`src/core/icfg_pkg.sv`:
```
// Shared constants and carriers for the serial bus configuration bits.
// Assumes a 20 MHz core clock and 32-bit register words on a plain port.
package icfg_pkg;

    // Register byte offsets
    localparam logic [3:0] ICFG_OFS_CONFIG = 4'h0;
    localparam logic [3:0] ICFG_OFS_IRQ_STATUS = 4'h4;
    localparam logic [3:0] ICFG_OFS_IRQ_MASK = 4'h8;
    localparam logic [3:0] ICFG_OFS_GC_STATUS = 4'hC;

    // Field positions inside the configuration word
    localparam int ICFG_BIT_MCLK_EN = 7;
    localparam int ICFG_BIT_GC_CLEAR = 8;
    localparam int ICFG_BIT_TXREQ_OFF = 9;
    localparam int ICFG_BIT_STRETCH = 11;

    // Field positions inside status and mask words
    localparam int ICFG_IRQ_TXREQ = 0;
    localparam int ICFG_IRQ_GCALL = 1;
    localparam int ICFG_IRQ_W = 2;

    // Values after reset, and the fall count that ends the address byte
    localparam logic [ICFG_IRQ_W-1:0] ICFG_RST_IRQ = 2'h0;
    localparam logic [7:0] ICFG_RST_SHIFT = 8'h00;
    localparam logic [3:0] ICFG_RST_BITS = 4'h0;
    localparam logic [3:0] ICFG_LAST_ADDR_FALL = 4'h8;

    // Master serial clock timing
    localparam int ICFG_CORE_PERIOD_NS = 50;
    localparam int ICFG_MCLK_HALF_NS = 1250;
    localparam int ICFG_MCLK_HALF_CYC =
        (ICFG_MCLK_HALF_NS + ICFG_CORE_PERIOD_NS - 1) / ICFG_CORE_PERIOD_NS;
    localparam int ICFG_DIV_W = 8;

    typedef struct packed {
        logic stretch;
        logic txreq_off;
        logic gc_clear;
        logic mclk_en;
    } icfg_cfg_s;

    typedef enum logic [1:0] {
        ICFG_LINK_IDLE,
        ICFG_LINK_ADDR,
        ICFG_LINK_DATA
    } icfg_link_e;

endpackage : icfg_pkg

```
`src/core/icfg_config_bits.sv`:
```
// Configuration bits 13..7 of the serial bus controller: clock stretch,
// slave transmit request interrupt, general call clear, master clock.
// Assumes open-drain pins resolved outside; SCL and SDA are asynchronous.
//
// Chosen here: the address map and the strobed register port.
`timescale 1ns/1ps

// Behaviour
// - bit 11 holds SCL low
// - bit 9 set suppresses transmit request
// - request after R/W bit falling edge
// - bit 8 clears general call, self-clears
// - bit 7 enables master serial clock
// - any general call sets status
module icfg_config_bits #(
    parameter int ADDR_W = 4,
    parameter int MCLK_HALF = icfg_pkg::ICFG_MCLK_HALF_CYC
) (
    input wire logic core_clk,
    input wire logic rst,
    input wire logic [ADDR_W-1:0] reg_addr,
    input wire logic [31:0] reg_wdata,
    input wire logic reg_wr,
    input wire logic reg_rd,
    output logic [31:0] reg_rdata,
    input wire logic [6:0] slave_addr,
    input wire logic master_active,
    input wire logic scl_in,
    input wire logic sda_in,
    output logic scl_out,
    output logic scl_oe,
    output logic slave_tx_req,
    output logic irq
);

    // Refuse settings that the counters and decoder cannot serve
    initial begin
        if (ADDR_W < 4) begin
            $error("ADDR_W must be at least 4");
        end
        if (MCLK_HALF < 1 || MCLK_HALF > 255) begin
            $error("MCLK_HALF must lie in 1..255");
        end
        if (MCLK_HALF > (1 << icfg_pkg::ICFG_DIV_W)) begin
            $error("MCLK_HALF does not fit the divider");
        end
        if (ADDR_W > 32) begin
            $error("ADDR_W must not exceed 32");
        end
    end

    // Divider counts 0..HALF_LAST, so one SCL phase is MCLK_HALF cycles
    localparam logic [icfg_pkg::ICFG_DIV_W-1:0] HALF_LAST =
        icfg_pkg::ICFG_DIV_W'(MCLK_HALF - 1);

    function automatic logic hit(input logic [ADDR_W-1:0] a,
                                 input logic [3:0] ofs);
        hit = (a == ADDR_W'(ofs));
    endfunction : hit

    // Pin synchronisers and edge history
    // Reset to the idle high level so that no false edge follows reset;
    // only the second stage is read, the first may be metastable
    logic scl_s1_reg, scl_s2_reg, scl_prev_reg;
    logic sda_s1_reg, sda_s2_reg, sda_prev_reg;
    logic scl_rise, scl_fall, start_seen, stop_seen;

    always_ff @(posedge core_clk) begin
        if (rst) begin
            scl_s1_reg <= 1'b1;
            scl_s2_reg <= 1'b1;
            scl_prev_reg <= 1'b1;
            sda_s1_reg <= 1'b1;
            sda_s2_reg <= 1'b1;
            sda_prev_reg <= 1'b1;
        end else begin
            scl_s1_reg <= scl_in;
            scl_s2_reg <= scl_s1_reg;
            scl_prev_reg <= scl_s2_reg;
            sda_s1_reg <= sda_in;
            sda_s2_reg <= sda_s1_reg;
            sda_prev_reg <= sda_s2_reg;
        end
    end

    // START and STOP need SCL high on both samples, so a data change
    // while SCL is low never counts as either
    always_comb begin
        scl_rise = scl_s2_reg & ~scl_prev_reg;
        scl_fall = ~scl_s2_reg & scl_prev_reg;
        start_seen = scl_s2_reg & scl_prev_reg & sda_prev_reg & ~sda_s2_reg;
        stop_seen = scl_s2_reg & scl_prev_reg & ~sda_prev_reg & sda_s2_reg;
    end

    // Configuration register and register port
    icfg_pkg::icfg_cfg_s cfg_reg, cfg_next;
    logic [icfg_pkg::ICFG_IRQ_W-1:0] irq_st_reg, irq_st_next;
    logic [icfg_pkg::ICFG_IRQ_W-1:0] irq_mask_reg, irq_mask_next;
    logic gc_st_reg, gc_st_next;
    logic [31:0] rdata_reg, rdata_next;
    logic irq_reg, irq_next;
    logic tx_evt, gc_evt;
    logic [icfg_pkg::ICFG_IRQ_W-1:0] evt_vec, w1c_vec, gcclr_vec;

    always_comb begin
        cfg_next = cfg_reg;
        irq_mask_next = irq_mask_reg;
        w1c_vec = '0;
        gcclr_vec = '0;
        evt_vec = '0;
        evt_vec[icfg_pkg::ICFG_IRQ_TXREQ] = tx_evt;
        evt_vec[icfg_pkg::ICFG_IRQ_GCALL] = gc_evt;
        // The clear runs one cycle after the write, so a read right
        // after the write still shows bit 8 set
        // self-clearing command
        if (cfg_reg.gc_clear) begin
            cfg_next.gc_clear = 1'b0;
            gcclr_vec[icfg_pkg::ICFG_IRQ_GCALL] = 1'b1;
        end
        if (reg_wr) begin
            if (hit(reg_addr, icfg_pkg::ICFG_OFS_CONFIG)) begin
                // bits 13, 12, 10 are not stored
                cfg_next.stretch = reg_wdata[icfg_pkg::ICFG_BIT_STRETCH];
                cfg_next.txreq_off = reg_wdata[icfg_pkg::ICFG_BIT_TXREQ_OFF];
                cfg_next.mclk_en = reg_wdata[icfg_pkg::ICFG_BIT_MCLK_EN];
                if (reg_wdata[icfg_pkg::ICFG_BIT_GC_CLEAR]) begin
                    cfg_next.gc_clear = 1'b1;
                end
            end
            if (hit(reg_addr, icfg_pkg::ICFG_OFS_IRQ_STATUS)) begin
                w1c_vec = reg_wdata[icfg_pkg::ICFG_IRQ_W-1:0];
            end
            if (hit(reg_addr, icfg_pkg::ICFG_OFS_IRQ_MASK)) begin
                irq_mask_next = reg_wdata[icfg_pkg::ICFG_IRQ_W-1:0];
            end
        end
        // New events win over a clear in the same cycle
        irq_st_next = (irq_st_reg & ~w1c_vec & ~gcclr_vec) | evt_vec;
        gc_st_next = (gc_st_reg & ~cfg_reg.gc_clear) | gc_evt;
        irq_next = |(irq_st_next & irq_mask_next);
        // Read data stand one cycle and are zero otherwise, so a late
        // sample shows zero rather than stale data
        rdata_next = 32'h0000_0000;
        if (reg_rd) begin
            if (hit(reg_addr, icfg_pkg::ICFG_OFS_CONFIG)) begin
                rdata_next[icfg_pkg::ICFG_BIT_STRETCH] = cfg_reg.stretch;
                rdata_next[icfg_pkg::ICFG_BIT_TXREQ_OFF] = cfg_reg.txreq_off;
                rdata_next[icfg_pkg::ICFG_BIT_GC_CLEAR] = cfg_reg.gc_clear;
                rdata_next[icfg_pkg::ICFG_BIT_MCLK_EN] = cfg_reg.mclk_en;
            end
            if (hit(reg_addr, icfg_pkg::ICFG_OFS_IRQ_STATUS)) begin
                rdata_next[icfg_pkg::ICFG_IRQ_W-1:0] = irq_st_reg;
            end
            if (hit(reg_addr, icfg_pkg::ICFG_OFS_IRQ_MASK)) begin
                rdata_next[icfg_pkg::ICFG_IRQ_W-1:0] = irq_mask_reg;
            end
            if (hit(reg_addr, icfg_pkg::ICFG_OFS_GC_STATUS)) begin
                rdata_next[0] = gc_st_reg;
            end
        end
    end

    always_ff @(posedge core_clk) begin
        if (rst) begin
            cfg_reg <= '0;
            irq_st_reg <= icfg_pkg::ICFG_RST_IRQ;
            irq_mask_reg <= icfg_pkg::ICFG_RST_IRQ;
            gc_st_reg <= 1'b0;
            rdata_reg <= 32'h0000_0000;
            irq_reg <= 1'b0;
        end else begin
            cfg_reg <= cfg_next;
            irq_st_reg <= irq_st_next;
            irq_mask_reg <= irq_mask_next;
            gc_st_reg <= gc_st_next;
            rdata_reg <= rdata_next;
            irq_reg <= irq_next;
        end
    end

    // Link watcher: address byte of each frame
    // The first fall after START opens bit 7; the ninth ends the R/W bit,
    // which is where the transmit request fires. Data bytes are not
    // looked at, so the watcher idles until the next START or STOP.
    icfg_pkg::icfg_link_e link_reg, link_next;
    logic [7:0] shift_reg, shift_next;
    logic [3:0] bits_reg, bits_next;
    logic txpulse_reg, txpulse_next;

    always_comb begin
        link_next = link_reg;
        shift_next = shift_reg;
        bits_next = bits_reg;
        tx_evt = 1'b0;
        gc_evt = 1'b0;
        if (start_seen) begin
            link_next = icfg_pkg::ICFG_LINK_ADDR;
            bits_next = icfg_pkg::ICFG_RST_BITS;
        end else if (stop_seen) begin
            link_next = icfg_pkg::ICFG_LINK_IDLE;
        end else begin
            case (link_reg)
                icfg_pkg::ICFG_LINK_IDLE: begin
                end
                icfg_pkg::ICFG_LINK_ADDR: begin
                    if (scl_rise) begin
                        shift_next = {shift_reg[6:0], sda_s2_reg};
                    end
                    if (scl_fall) begin
                        bits_next = bits_reg + 4'h1;
                        if (bits_reg == icfg_pkg::ICFG_LAST_ADDR_FALL) begin
                            link_next = icfg_pkg::ICFG_LINK_DATA;
                            // request at R/W bit clock fall
                            tx_evt = (shift_reg[7:1] == slave_addr) &
                                     shift_reg[0] & ~cfg_reg.txreq_off;
                            gc_evt = (shift_reg == 8'h00);
                        end
                    end
                end
                icfg_pkg::ICFG_LINK_DATA: begin
                end
                default: begin
                    link_next = icfg_pkg::ICFG_LINK_IDLE;
                end
            endcase
        end
        txpulse_next = tx_evt;
    end

    always_ff @(posedge core_clk) begin
        if (rst) begin
            link_reg <= icfg_pkg::ICFG_LINK_IDLE;
            shift_reg <= icfg_pkg::ICFG_RST_SHIFT;
            bits_reg <= icfg_pkg::ICFG_RST_BITS;
            txpulse_reg <= 1'b0;
        end else begin
            link_reg <= link_next;
            shift_reg <= shift_next;
            bits_reg <= bits_next;
            txpulse_reg <= txpulse_next;
        end
    end

    // Master clock divider and SCL drive
    // Leaving the master role parks the divider in the high phase, so a
    // restart never begins with a short low pulse
    logic [icfg_pkg::ICFG_DIV_W-1:0] div_reg, div_next;
    logic phase_hi_reg, phase_hi_next;
    logic oe_reg, oe_next;
    logic mclk_run;

    always_comb begin
        // clock only while enabled as master
        mclk_run = cfg_reg.mclk_en & master_active;
        div_next = div_reg;
        phase_hi_next = phase_hi_reg;
        if (!mclk_run) begin
            div_next = '0;
            phase_hi_next = 1'b1;
        end else if (div_reg == HALF_LAST) begin
            div_next = '0;
            phase_hi_next = ~phase_hi_reg;
        end else begin
            div_next = div_reg + 1'b1;
        end
        oe_next = cfg_reg.stretch | (mclk_run & ~phase_hi_reg);
    end

    always_ff @(posedge core_clk) begin
        if (rst) begin
            div_reg <= '0;
            phase_hi_reg <= 1'b1;
            oe_reg <= 1'b0;
        end else begin
            div_reg <= div_next;
            phase_hi_reg <= phase_hi_next;
            oe_reg <= oe_next;
        end
    end

    // Open drain: the level driven is always low, the enable does the work
    logic scl_out_reg, scl_out_next;

    always_comb begin
        scl_out_next = 1'b0;
    end

    always_ff @(posedge core_clk) begin
        if (rst) begin
            scl_out_reg <= 1'b0;
        end else begin
            scl_out_reg <= scl_out_next;
        end
    end

    assign scl_out = scl_out_reg;
    assign scl_oe = oe_reg;
    assign reg_rdata = rdata_reg;
    assign slave_tx_req = txpulse_reg;
    assign irq = irq_reg;

endmodule : icfg_config_bits

```
`config.mk`:
```
export PLATFORM = sky130hd
export DESIGN_NAME = icfg_config_bits
export DESIGN_NICKNAME = d
export VERILOG_FILES = /design/src/core/icfg_pkg.sv /design/src/core/icfg_config_bits.sv
export SDC_FILE = /design/constraint.sdc
export NUM_CORES = 1
export LEC_CHECK = 0
export ABC_AREA = 1
export BUFFER_PORTS_ARGS = -buffer_cell sky130_fd_sc_hd__buf_2
export CORE_ASPECT_RATIO = 0.9
export CORE_MARGIN = 1.5
export CORE_UTILIZATION = 52
export DETAILED_ROUTE_END_ITERATION = 7
export PLACE_DENSITY = 0.82
export SLEW_MARGIN = 30
export SYNTH_ARGS = -nofsm -noshare
export SYNTH_HDL_FRONTEND = slang
export SYNTH_SLANG_ARGS = --single-unit
```
`constraint.sdc`:
```
create_clock -name core_clk -period 2.27 [get_ports core_clk]
set_clock_uncertainty 0.2 [all_clocks]
set_input_delay 0.1135 -clock core_clk [delete_from_list [all_inputs] [get_ports core_clk]]
set_output_delay 0.1135 -clock core_clk [all_outputs]
set_load 0.01 [all_outputs]
```
==> impl_metrics.yaml, run 1 <==
status:
  status: "complete, but fails checks"
  violations: "negative hold slack"
drt:
  wl_met2_um: 2090
  wl_met3_um: 152
  vias: 1750
  totalWireLength_um: 4000
  routedWlPerCell_um: 10.6
  highest_layer: "met4"
  via_per_inst: 4.65
  drt-met1-wl_um: 1700
  ant_nets: 0
  drc: 0
  drtIter0Drc: 54
  drtPass1Iterations: 7
min_path:
  holdPathStages: 6
  hp-class: "in2reg"
grt:
  grt_pass1_vias: 1629
  antenna_found_initial: 0
  grt_max_degree: 18
  overflow: 0
  grt_pass1_wl_um: 6790
  grt_usage: 0.187
die:
  die_y_um: 65.2
  num_rows: 22
  initial_core_util: 0.545
  io_pins: 86
  core_um2: 4100
  die_w_um: 72.1
  fp.dieArea_um2: 4700
critical_path:
  critPathMaxStageDelay_ps: 570
  cp_slowest_cell: "dlygate4sd3_1"
  regToRegSetupSlack_ps: 820
  worstPathArrival_ps: 1880
  cp-start-kind: "input pin"
  crit_required_ps: 2280
  r2r_cells: 8
  worstPathMaxFanout: 4
  worst-setup-path-type: "in2reg"
  path_cells: "dlygate4sd3_1 > buf_2 > nand2_2 > nor2_4 > nand3_2 > dlygate4sd3_1 > nand3_2 > nand2_2 > nand2_1 > nand2_1"
  end_kind: "flip-flop"
logic_synthesis:
  synthSimpleGateAreaFrac: 0.261
  syn_avg_cell_area_um2: 8.07
  synth_fa_ha_area_frac: 0.0224
  muxShareOfSynthArea: 0
  synthesis.area_um2: 2230
  synth-seq-area-share: 0.421
  yosysUniqueCellTypes: 34
  yosys_warnings: 0
  syn_inst: 277
  synth_top_family_by_area: "simple AND/OR/NAND/NOR gates"
  synth_xor_area_frac: 0.0314
  ys_ff_latch: 47
  synth_compound_area_frac: 0.0935
timing:
  rsz0062_at_grt: "no"
  maxSlewViolCount: 0
  setup_tns_ps: 0
  hold_slack_ps: -1.08
  setup_viol: 0
  max_freq_ghz: 0.532
  period_needed_ps: 1880
  finalHoldViolCount: 1
  finalCritPeriodShare: 0.828
layout:
  fillers: 364
  drive_gt1_frac: 0.229
  nets: 381
  diodes: 0
  areaGrowthSynthToFinish_pct: 14.9
pwr:
  swShare: 0.234
  p_clk_frac: 0.329
  power_w: 0.00143
  p_sw_w: 0.000335
  leakagePower_nw: 1.15
  seqPwrFrac: 0.585
  internal-power_w: 0.00110
  p_per_area_nw_per_um2: 558
  max-vdd-ir-drop_uv: 354
  p_comb_frac: 0.086
placement:
  routabilityCongestion: 0.819
  portBuffers: 32
  dpl.hpwl_um: 2820
clock_tree:
  clock-sinks: 47
  clock_latency_ps: 300
  cts_root_buf: "clkbuf_8"
  htreeDepth: 2
  postCtsSetupBuffers: 0
  numCtsBuffers: 5
  cts_resized: 0
  tritoncts: "yes"
  clock_path_buffers: 2
  clk_pin_slew_ps: 80
run:
  drv_cap: 0
[power by group through the flow]
stage	Combinational, W	Sequential, W	Clock (W)
final	0.000123	0.000837	0.000471
after global routing	0.000139	0.000838	0.000515
after CTS	0.000122	0.000837	0.000486
after detailed placement	0.000104	0.000857	0
after global placement	0.000101	0.000856	0
after floorplan	0.000103	0.000856	0
[layout by cell type, fill, tap and decap left out, drive strengths merged]
| cell type | n |
|---|---|
| o21ai | 16 |
| dlygate4sd3 | 15 |
| ha | 4 |
| nor2 | 27 |
| nand3 | 16 |
| inv | 43 |
| xor2 | 4 |
| nand4 | 2 |
| dfxtp | 47 |
| a211oi | 1 |
| buf | 32 |
| or2 | 6 |
| nor3 | 9 |
| nor3b | 1 |
| clkinv | 1 |
| nand3b | 1 |
| a31oi | 2 |
| o22ai | 1 |
| conb | 27 |
| nand2 | 43 |
| clkbuf | 7 |
| a21oi | 19 |
| xnor2 | 4 |
[layer usage]
metal | up-vias | global-route usage
met5 | - | 0
met4 | 0 | 0.0778
met3 | 6 | 0.0414
met2 | 37 | 0.340
met1 | 794 | 0.211
li1 | 913 | -
[layout make-up]
class	count	area [um^2]	area share
clock buffer	7	76.3	0.0297
timing repair buffer	47	310	0.121
sequential	47	941	0.366
multi-input combinational	183	1010	0.395
clock inverter	1	5.00	0.00195
tap	48	60.1	0.0234
inverter	43	161	0.0629
[critical path: cells and delay by family]
kind          cells  cell delay (ps)
simple gates      7              520
buf+inv           3             1260
[synthesized netlist by cell type, drive strengths merged]
cell type	n	share of area
or2	6	0.017
nor3b	1	0.0034
dfxtp	47	0.42
o21ai	16	0.038
a31oi	2	0.0056
nand3b	1	0.0034
o22ai	1	0.0028
clkbuf	2	0.0039
conb	1	0.0017
xor2	4	0.016
nand3	16	0.058
xnor2	4	0.016
nor2	27	0.067
a211oi	1	0.0034
inv	43	0.072
nand4	2	0.0056
nand2	43	0.082
ha	4	0.022
a21oi	19	0.044
nor3	9	0.025
buf	28	0.093
[final timing paths]
check | from | endpoint
min reg2reg | sda_s1_reg$_SDFF_PP1_ | sda_s2_reg$_SDFF_PP1_
min | slave_addr[1] | slave_tx_req$_SDFF_PP0_
max reg2reg | bits_reg[0]$_SDFFE_PP0P_ | irq$_SDFF_PP0_
max | reg_addr[2] | irq$_SDFF_PP0_
[timing repair]
action / 4_1_cts / 5_1_grt
setup endpoints to repair: 0 / 0
hold endpoints to repair: 20 / 0
hold buffers: 15 / 0
[metrics by stage]
step	utilization	worst slack (ps)	instances	instance area (um^2)
2_1_floorplan	-	943	303	2330
3_3_place_gp	0.570	841	353	2340
3_5_place_dp	0.570	820	353	2340
4_1_cts	0.626	399	376	2570
5_1_grt	0.626	279	376	2570
6_report	0.626	392	376	2570
[cell families (layout without fill, tap and decap cells)]
group | Yosys count | after routing
flops | 47 | 47
simple gates | 105 | 105
xor+xnor | 8 | 8
buf+inv | 73 | 98
compound gates | 39 | 39
fa+ha+maj | 4 | 4
other cells | 1 | 27
No activity file was read; power rests on OpenSTA's default activity.
==> run 2, diff against run 1 <==
--- a/config.mk
+++ b/config.mk
@@ -5,13 +5,13 @@
 export SDC_FILE = /design/constraint.sdc
 export NUM_CORES = 1
 export LEC_CHECK = 0
-export ABC_AREA = 1
+export ABC_AREA = 0
 export BUFFER_PORTS_ARGS = -buffer_cell sky130_fd_sc_hd__buf_2
 export CORE_ASPECT_RATIO = 0.9
 export CORE_MARGIN = 1.5
-export CORE_UTILIZATION = 52
+export CORE_UTILIZATION = 43
 export DETAILED_ROUTE_END_ITERATION = 7
-export PLACE_DENSITY = 0.82
+export PLACE_DENSITY = 0.73
 export SLEW_MARGIN = 30
 export SYNTH_ARGS = -nofsm -noshare
 export SYNTH_HDL_FRONTEND = slang
==> constraint.sdc (replaced) <==
create_clock -name core_clk -period 1.7 [get_ports core_clk]
set_clock_uncertainty 0.2 [all_clocks]
set_input_delay 0.085 -clock core_clk [delete_from_list [all_inputs] [get_ports core_clk]]
set_output_delay 0.085 -clock core_clk [all_outputs]
set_load 0.01 [all_outputs]
==> impl_metrics.yaml, run 2 <==
status:
  status: "complete, but fails checks"
  violations: "negative setup slack"
layout:
  final_cell_mix: "dfxtp_1 (46), buf_2 (32), conb_1 (27)"
  diodes: 0
  layout_commonest_cell: "dfxtp_1"
  nets: 356
  areaGrowthSynthToFinish_pct: 30.5
  drive_gt1_frac: 0.251
  final_area_um2: 2770
  fillers: 415
  fin_util: 0.577
min_path:
  hp-class: "in2reg"
run:
  drv_cap: 0
logic_synthesis:
  synthFlopType: "dfxtp_1"
  synth_edf_count: 0
  ys_ff_latch: 47
  synth_top_area_frac: 0.443
  syn_inst: 231
  yosysUniqueCellTypes: 39
  synth_area_leaders: "dfxtp_1 (44%), buf_4 (9.9%), xor2_1 (5.8%)"
  yosys_warnings: 0
  syn_avg_cell_area_um2: 9.19
  async_reset_ff_frac: 0
  synth-seq-area-share: 0.443
  synth.most_common_cell: "dfxtp_1"
  synthesis.area_um2: 2120
  synthTopCellsByCount: "dfxtp_1 (47), nor2_1 (31), buf_4 (28)"
  synth_top_cell_by_area: "dfxtp_1"
placement:
  pre_cts_ws_ps: -107
  routabilityCongestion: 0.775
  placed_area_um2: 2340
  dpl.hpwl_um: 2640
  portBuffers: 32
die:
  num_rows: 24
  io_pins: 86
  initial_core_util: 0.442
  fp.dieArea_um2: 5370
  die_y_um: 69.7
  core_um2: 4800
  die_w_um: 77.1
pwr:
  p_sw_w: 0.000465
  seqPwrFrac: 0.499
  max-vdd-ir-drop_uv: 398
  swShare: 0.208
  p_per_area_nw_per_um2: 807
  internal-power_w: 0.00177
  p_comb_frac: 0.072
  p_clk_frac: 0.429
  leakagePower_nw: 1.21
  power_w: 0.00224
timing:
  maxSlewViolCount: 0
  hold_slack_ps: 36.2
  max_freq_ghz: 0.551
  period_needed_ps: 1810
  rsz0062_at_grt: "yes"
  finalCritPeriodShare: 1.07
  setup_viol: 1
  worst_slack_ps: -113
  finalHoldViolCount: 0
critical_path:
  worstPathMaxFanout: 2
  end_kind: "flip-flop"
  path_cells: "inv_2 > ha_1 > or4b_4 > nor3_4 > xor2_1 > or3_1"
  worstPathArrival_ps: 1800
  worst-setup-path-type: "reg2reg"
  cp-start-kind: "flip-flop"
  crit_required_ps: 1690
  critPathMaxStageDelay_ps: 470
  cp_slowest_cell: "or4b_4"
drt:
  vias: 1709
  routedWlPerCell_um: 11.2
  ant_nets: 0
  via_per_inst: 4.64
  drtPass1Iterations: 4
  drc: 0
  totalWireLength_um: 4110
  drtIter0Drc: 30
grt:
  overflow: 0
  grt_usage: 0.160
  antenna_found_initial: 0
  grt_pass1_vias: 1611
  grt_max_degree: 18
  grt_pass1_wl_um: 6870
clock_tree:
  clk_pin_slew_ps: 90
  tritoncts: "yes"
  clock-sinks: 47
  numCtsBuffers: 5
  clock_path_buffers: 2
  cts_root_buf: "clkbuf_8"
  htreeDepth: 2
  clock_latency_ps: 300
  postCtsSetupBuffers: 0
## run 2: cell count changes after synthesis, sizes merged, moves of 5 or more
cell   change
nand2     -34
a21oi     -10
xor2      +10
nor3       -6
inv       -32
o21ai     -13
nand3      -9
mux2i     +10
and2       +5
## run 2: worst paths after layout
kind | endpoint | depth (start not counted) | slack (ps) | startpoint
worst max-delay path | phase_hi_reg$_SDFFE_PP1P_ | 6 | -110 | div_reg[0]$_SDFF_PP0_
worst min-delay path | irq_st_reg[1]$_SDFF_PP0_ | 4 | 40 | reg_addr[2]
worst max register to register | phase_hi_reg$_SDFFE_PP1P_ | 6 | -110 | div_reg[0]$_SDFF_PP0_
worst min register to register | sda_s2_reg$_SDFF_PP1_ | 1 | 210 | sda_s1_reg$_SDFF_PP1_
## run 2: area by class of cell
type / count / area (um^2) / share of cell area
clock buffer: 5 / 68.8 / 0.0248
sequential: 47 / 942 / 0.340
tap: 65 / 81.3 / 0.0294
timing repair buffer: 71 / 513 / 0.185
multi-input combinational: 166 / 1060 / 0.381
inverter: 11 / 41.3 / 0.0149
clock inverter: 3 / 67.6 / 0.0244
## run 2: kinds of logic (layout without fill, tap and decap cells)
family | after synthesis | after routing | share of synthesized area
compound gates | 20 | 20 | 0.0595
xor+xnor | 18 | 18 | 0.0742
fa+ha+maj | 4 | 4 | 0.0236
buf+inv | 44 | 90 | 0.131
flops | 47 | 47 | 0.443
mux | 10 | 10 | 0.0471
other cells | 1 | 27 | 0.00177
simple gates | 87 | 87 | 0.219
## run 2: layer usage
layer	vias up	part of all wire	GRT usage
met2	47	0.50	0.280
met3	5	0.046	0.0276
met4	0	0.014	0.0768
met1	800	0.44	0.188
li1	857	-	-
met5	-	0	0
## run 2: stage by stage
stage               instances  setup TNS (ps)
floorplan                 257           -54.8
global placement          336            -423
detailed placement        336            -686
CTS                       368            -708
global route              368            -347
finish                    368            -113
## run 2: what timing repair did
| action | CTS | global route |
|---|---|---|
| endpoints found under the setup margin | 9 | 11 |
| hold buffers | 24 | 0 |
| endpoints found under the hold margin | 15 | 0 |
| pin swaps | 0 | 7 |
| gates resized for setup | 2 | 12 |
## run 2: power groups by stage
stage | clock (W) | sequential [W] | combinational (W)
4_1_cts | 0.000982 | 0.00112 | 0.000156
3_3_place_gp | 0 | 0.00114 | 0.000121
6_report | 0.000959 | 0.00112 | 0.000162
3_5_place_dp | 0 | 0.00114 | 0.000122
5_1_grt | 0.00103 | 0.00112 | 0.000178
2_1_floorplan | 0 | 0.00114 | 0.000116
## run 2: worst max-delay path, delay by kind of cell, from the launching register on
kind	cells	cell delay, ps
fa+ha+maj	1	120
xor+xnor	1	90
flops	1	330
buf+inv	1	40
simple gates	3	930
==> run 3, diff against run 2 <==
--- a/config.mk
+++ b/config.mk
@@ -5,13 +5,13 @@
 export SDC_FILE = /design/constraint.sdc
 export NUM_CORES = 1
 export LEC_CHECK = 0
-export ABC_AREA = 0
+export ABC_AREA = 1
 export BUFFER_PORTS_ARGS = -buffer_cell sky130_fd_sc_hd__buf_2
 export CORE_ASPECT_RATIO = 0.9
 export CORE_MARGIN = 1.5
-export CORE_UTILIZATION = 43
+export CORE_UTILIZATION = 44
 export DETAILED_ROUTE_END_ITERATION = 7
-export PLACE_DENSITY = 0.73
+export PLACE_DENSITY = 0.74
 export SLEW_MARGIN = 30
 export SYNTH_ARGS = -nofsm -noshare
 export SYNTH_HDL_FRONTEND = slang
==> impl_metrics.yaml, run 3 (synthesized netlist as in run 1, its figures left out) <==
timing:
  setup_tns_ps: 0
  setup_viol: 0
  max_freq_ghz: 0.613
  maxSlewViolCount: 0
  period_needed_ps: 1630
  rsz0062_at_grt: "no"
  finalHoldViolCount: 0
  finalCritPeriodShare: 0.959
grt:
  grt_max_degree: 17
  overflow: 0
  grt_pass1_vias: 1761
  grt_pass1_wl_um: 7400
  antenna_found_initial: 0
  grt_usage: 0.168
die:
  num_rows: 24
  die_w_um: 78.1
  die_y_um: 70.6
  fp.dieArea_um2: 5520
  io_pins: 86
  initial_core_util: 0.459
  core_um2: 4860
layout:
  fin_cells: 406
  layout_commonest_cell: "dfxtp_1"
  nets: 394
  final_area_um2: 2770
  diodes: 0
  final_cell_mix: "dfxtp_1 (47), nand2_1 (38), inv_1 (37)"
  areaGrowthSynthToFinish_pct: 24.1
  drive_gt1_frac: 0.229
critical_path:
  regToRegSetupSlack_ps: 210
  worstPathArrival_ps: 1630
  r2r_start: "bits_reg[0]$_SDFFE_PP0P_"
  r2r-end: "irq$_SDFF_PP0_"
  r2r_cells: 8
  worst-setup-path-type: "in2reg"
  crit_required_ps: 1700
  cp-start-kind: "input pin"
  end_kind: "flip-flop"
  worstPathMaxFanout: 5
clock_tree:
  tritoncts: "yes"
  numCtsBuffers: 5
  clock_latency_ps: 300
  htreeDepth: 2
  cts_root_buf: "clkbuf_8"
  clk_pin_slew_ps: 90
  postCtsSetupBuffers: 0
  clock-sinks: 47
  clock_path_buffers: 2
placement:
  routabilityCongestion: 0.764
  dpl.hpwl_um: 2860
  portBuffers: 32
  placed_area_um2: 2360
  dp_cells: 371
min_path:
  holdPathStages: 7
  min-delay-start: "slave_addr[4]"
  hp-class: "in2reg"
  worstHoldEndpoint: "slave_tx_req$_SDFF_PP0_"
drt:
  drc: 0
  via_per_inst: 4.36
  totalWireLength_um: 4150
  drtPass1Iterations: 4
  vias: 1771
  routedWlPerCell_um: 10.2
  drtIter0Drc: 97
  ant_nets: 0
pwr:
  max-vdd-ir-drop_uv: 382
  leakagePower_nw: 1.23
  p_per_area_nw_per_um2: 817
status:
  status: "completed"
run:
  drv_cap: 0
## run 3: changes by cell type in the layout (fill, tap and decap cells not counted), sizes merged, moves of 5 or more
cell / before / now
a21oi: 9 / 19
and2: 5 / 0
buf: 47 / 33
inv: 11 / 43
mux2i: 10 / 0
nand2: 9 / 43
nand3: 7 / 16
nor3: 3 / 9
o21ai: 3 / 16
xor2: 14 / 4
## run 3: through the flow
step	power [W]	setup WS, ps	hold slack (ps)	utilization
after floorplan	0.00128	373	-46.6	-
after global placement	0.00128	251	72.9	0.486
after detailed placement	0.00128	232	79.9	0.486
after CTS	0.00228	20.9	-17.2	0.568
after global routing	0.00237	0.636	77.6	0.570
final	0.00227	69.5	45.0	0.570
## run 3: worst max path at each step
stage	start	end	slack, ps	depth (start not counted)
detailed placement	bits_reg[0]$_SDFFE_PP0P_	irq$_SDFF_PP0_	230	8
CTS	reg_addr[2]	reg_rdata[0]$_SDFF_PP0_	20	6
global placement	bits_reg[0]$_SDFFE_PP0P_	irq$_SDFF_PP0_	250	8
finish	reg_wr	irq$_SDFF_PP0_	70	8
global route	reg_wr	irq$_SDFF_PP0_	0.6	8
floorplan	bits_reg[0]$_SDFFE_PP0P_	irq$_SDFF_PP0_	370	8
## run 3: final cells by class
type	instances	area [um^2]
multi-input cells	183	1010
inverters	43	161
clock buffers	5	68.8
clock inverters	3	67.6
fillers	451	2090
flip-flops and latches	47	941
well taps	65	81.3
repair buffers	60	440
## run 3: repair_timing
item,CTS,global route
setup endpoints to repair,0,3
endpoints found under the hold margin,22,2
gates resized for setup,0,2
hold buffers,26,2
## run 3: worst max-delay path, cell delays in order
cell and delay, ps:
dlygate4sd3_1 530, buf_4 150, nand3_2 70, dlygate4sd3_1 570
nand3_2 70, nand2_2 70, nand2_1 60, nand2_1 40
## run 3: layer usage
metal  vias up  GRT usage  share of wire
met3         5     0.0387          0.041
met2        34      0.308           0.51
li1        946          -              -
met4         0     0.0516         0.0092
met5         -          0              0
met1       786      0.195           0.44
## run 3: report_power, final
part / switching, W / leakage, nW / total (W) / internal, W
sequential: 0.00000731 / 0.380 / 0.00112 / 0.00111
combinational: 0.000102 / 0.789 / 0.000184 / 0.0000823
clock: 0.000376 / 0.0644 / 0.000963 / 0.000586
total: 0.000486 / 1.23 / 0.00227 / 0.00178
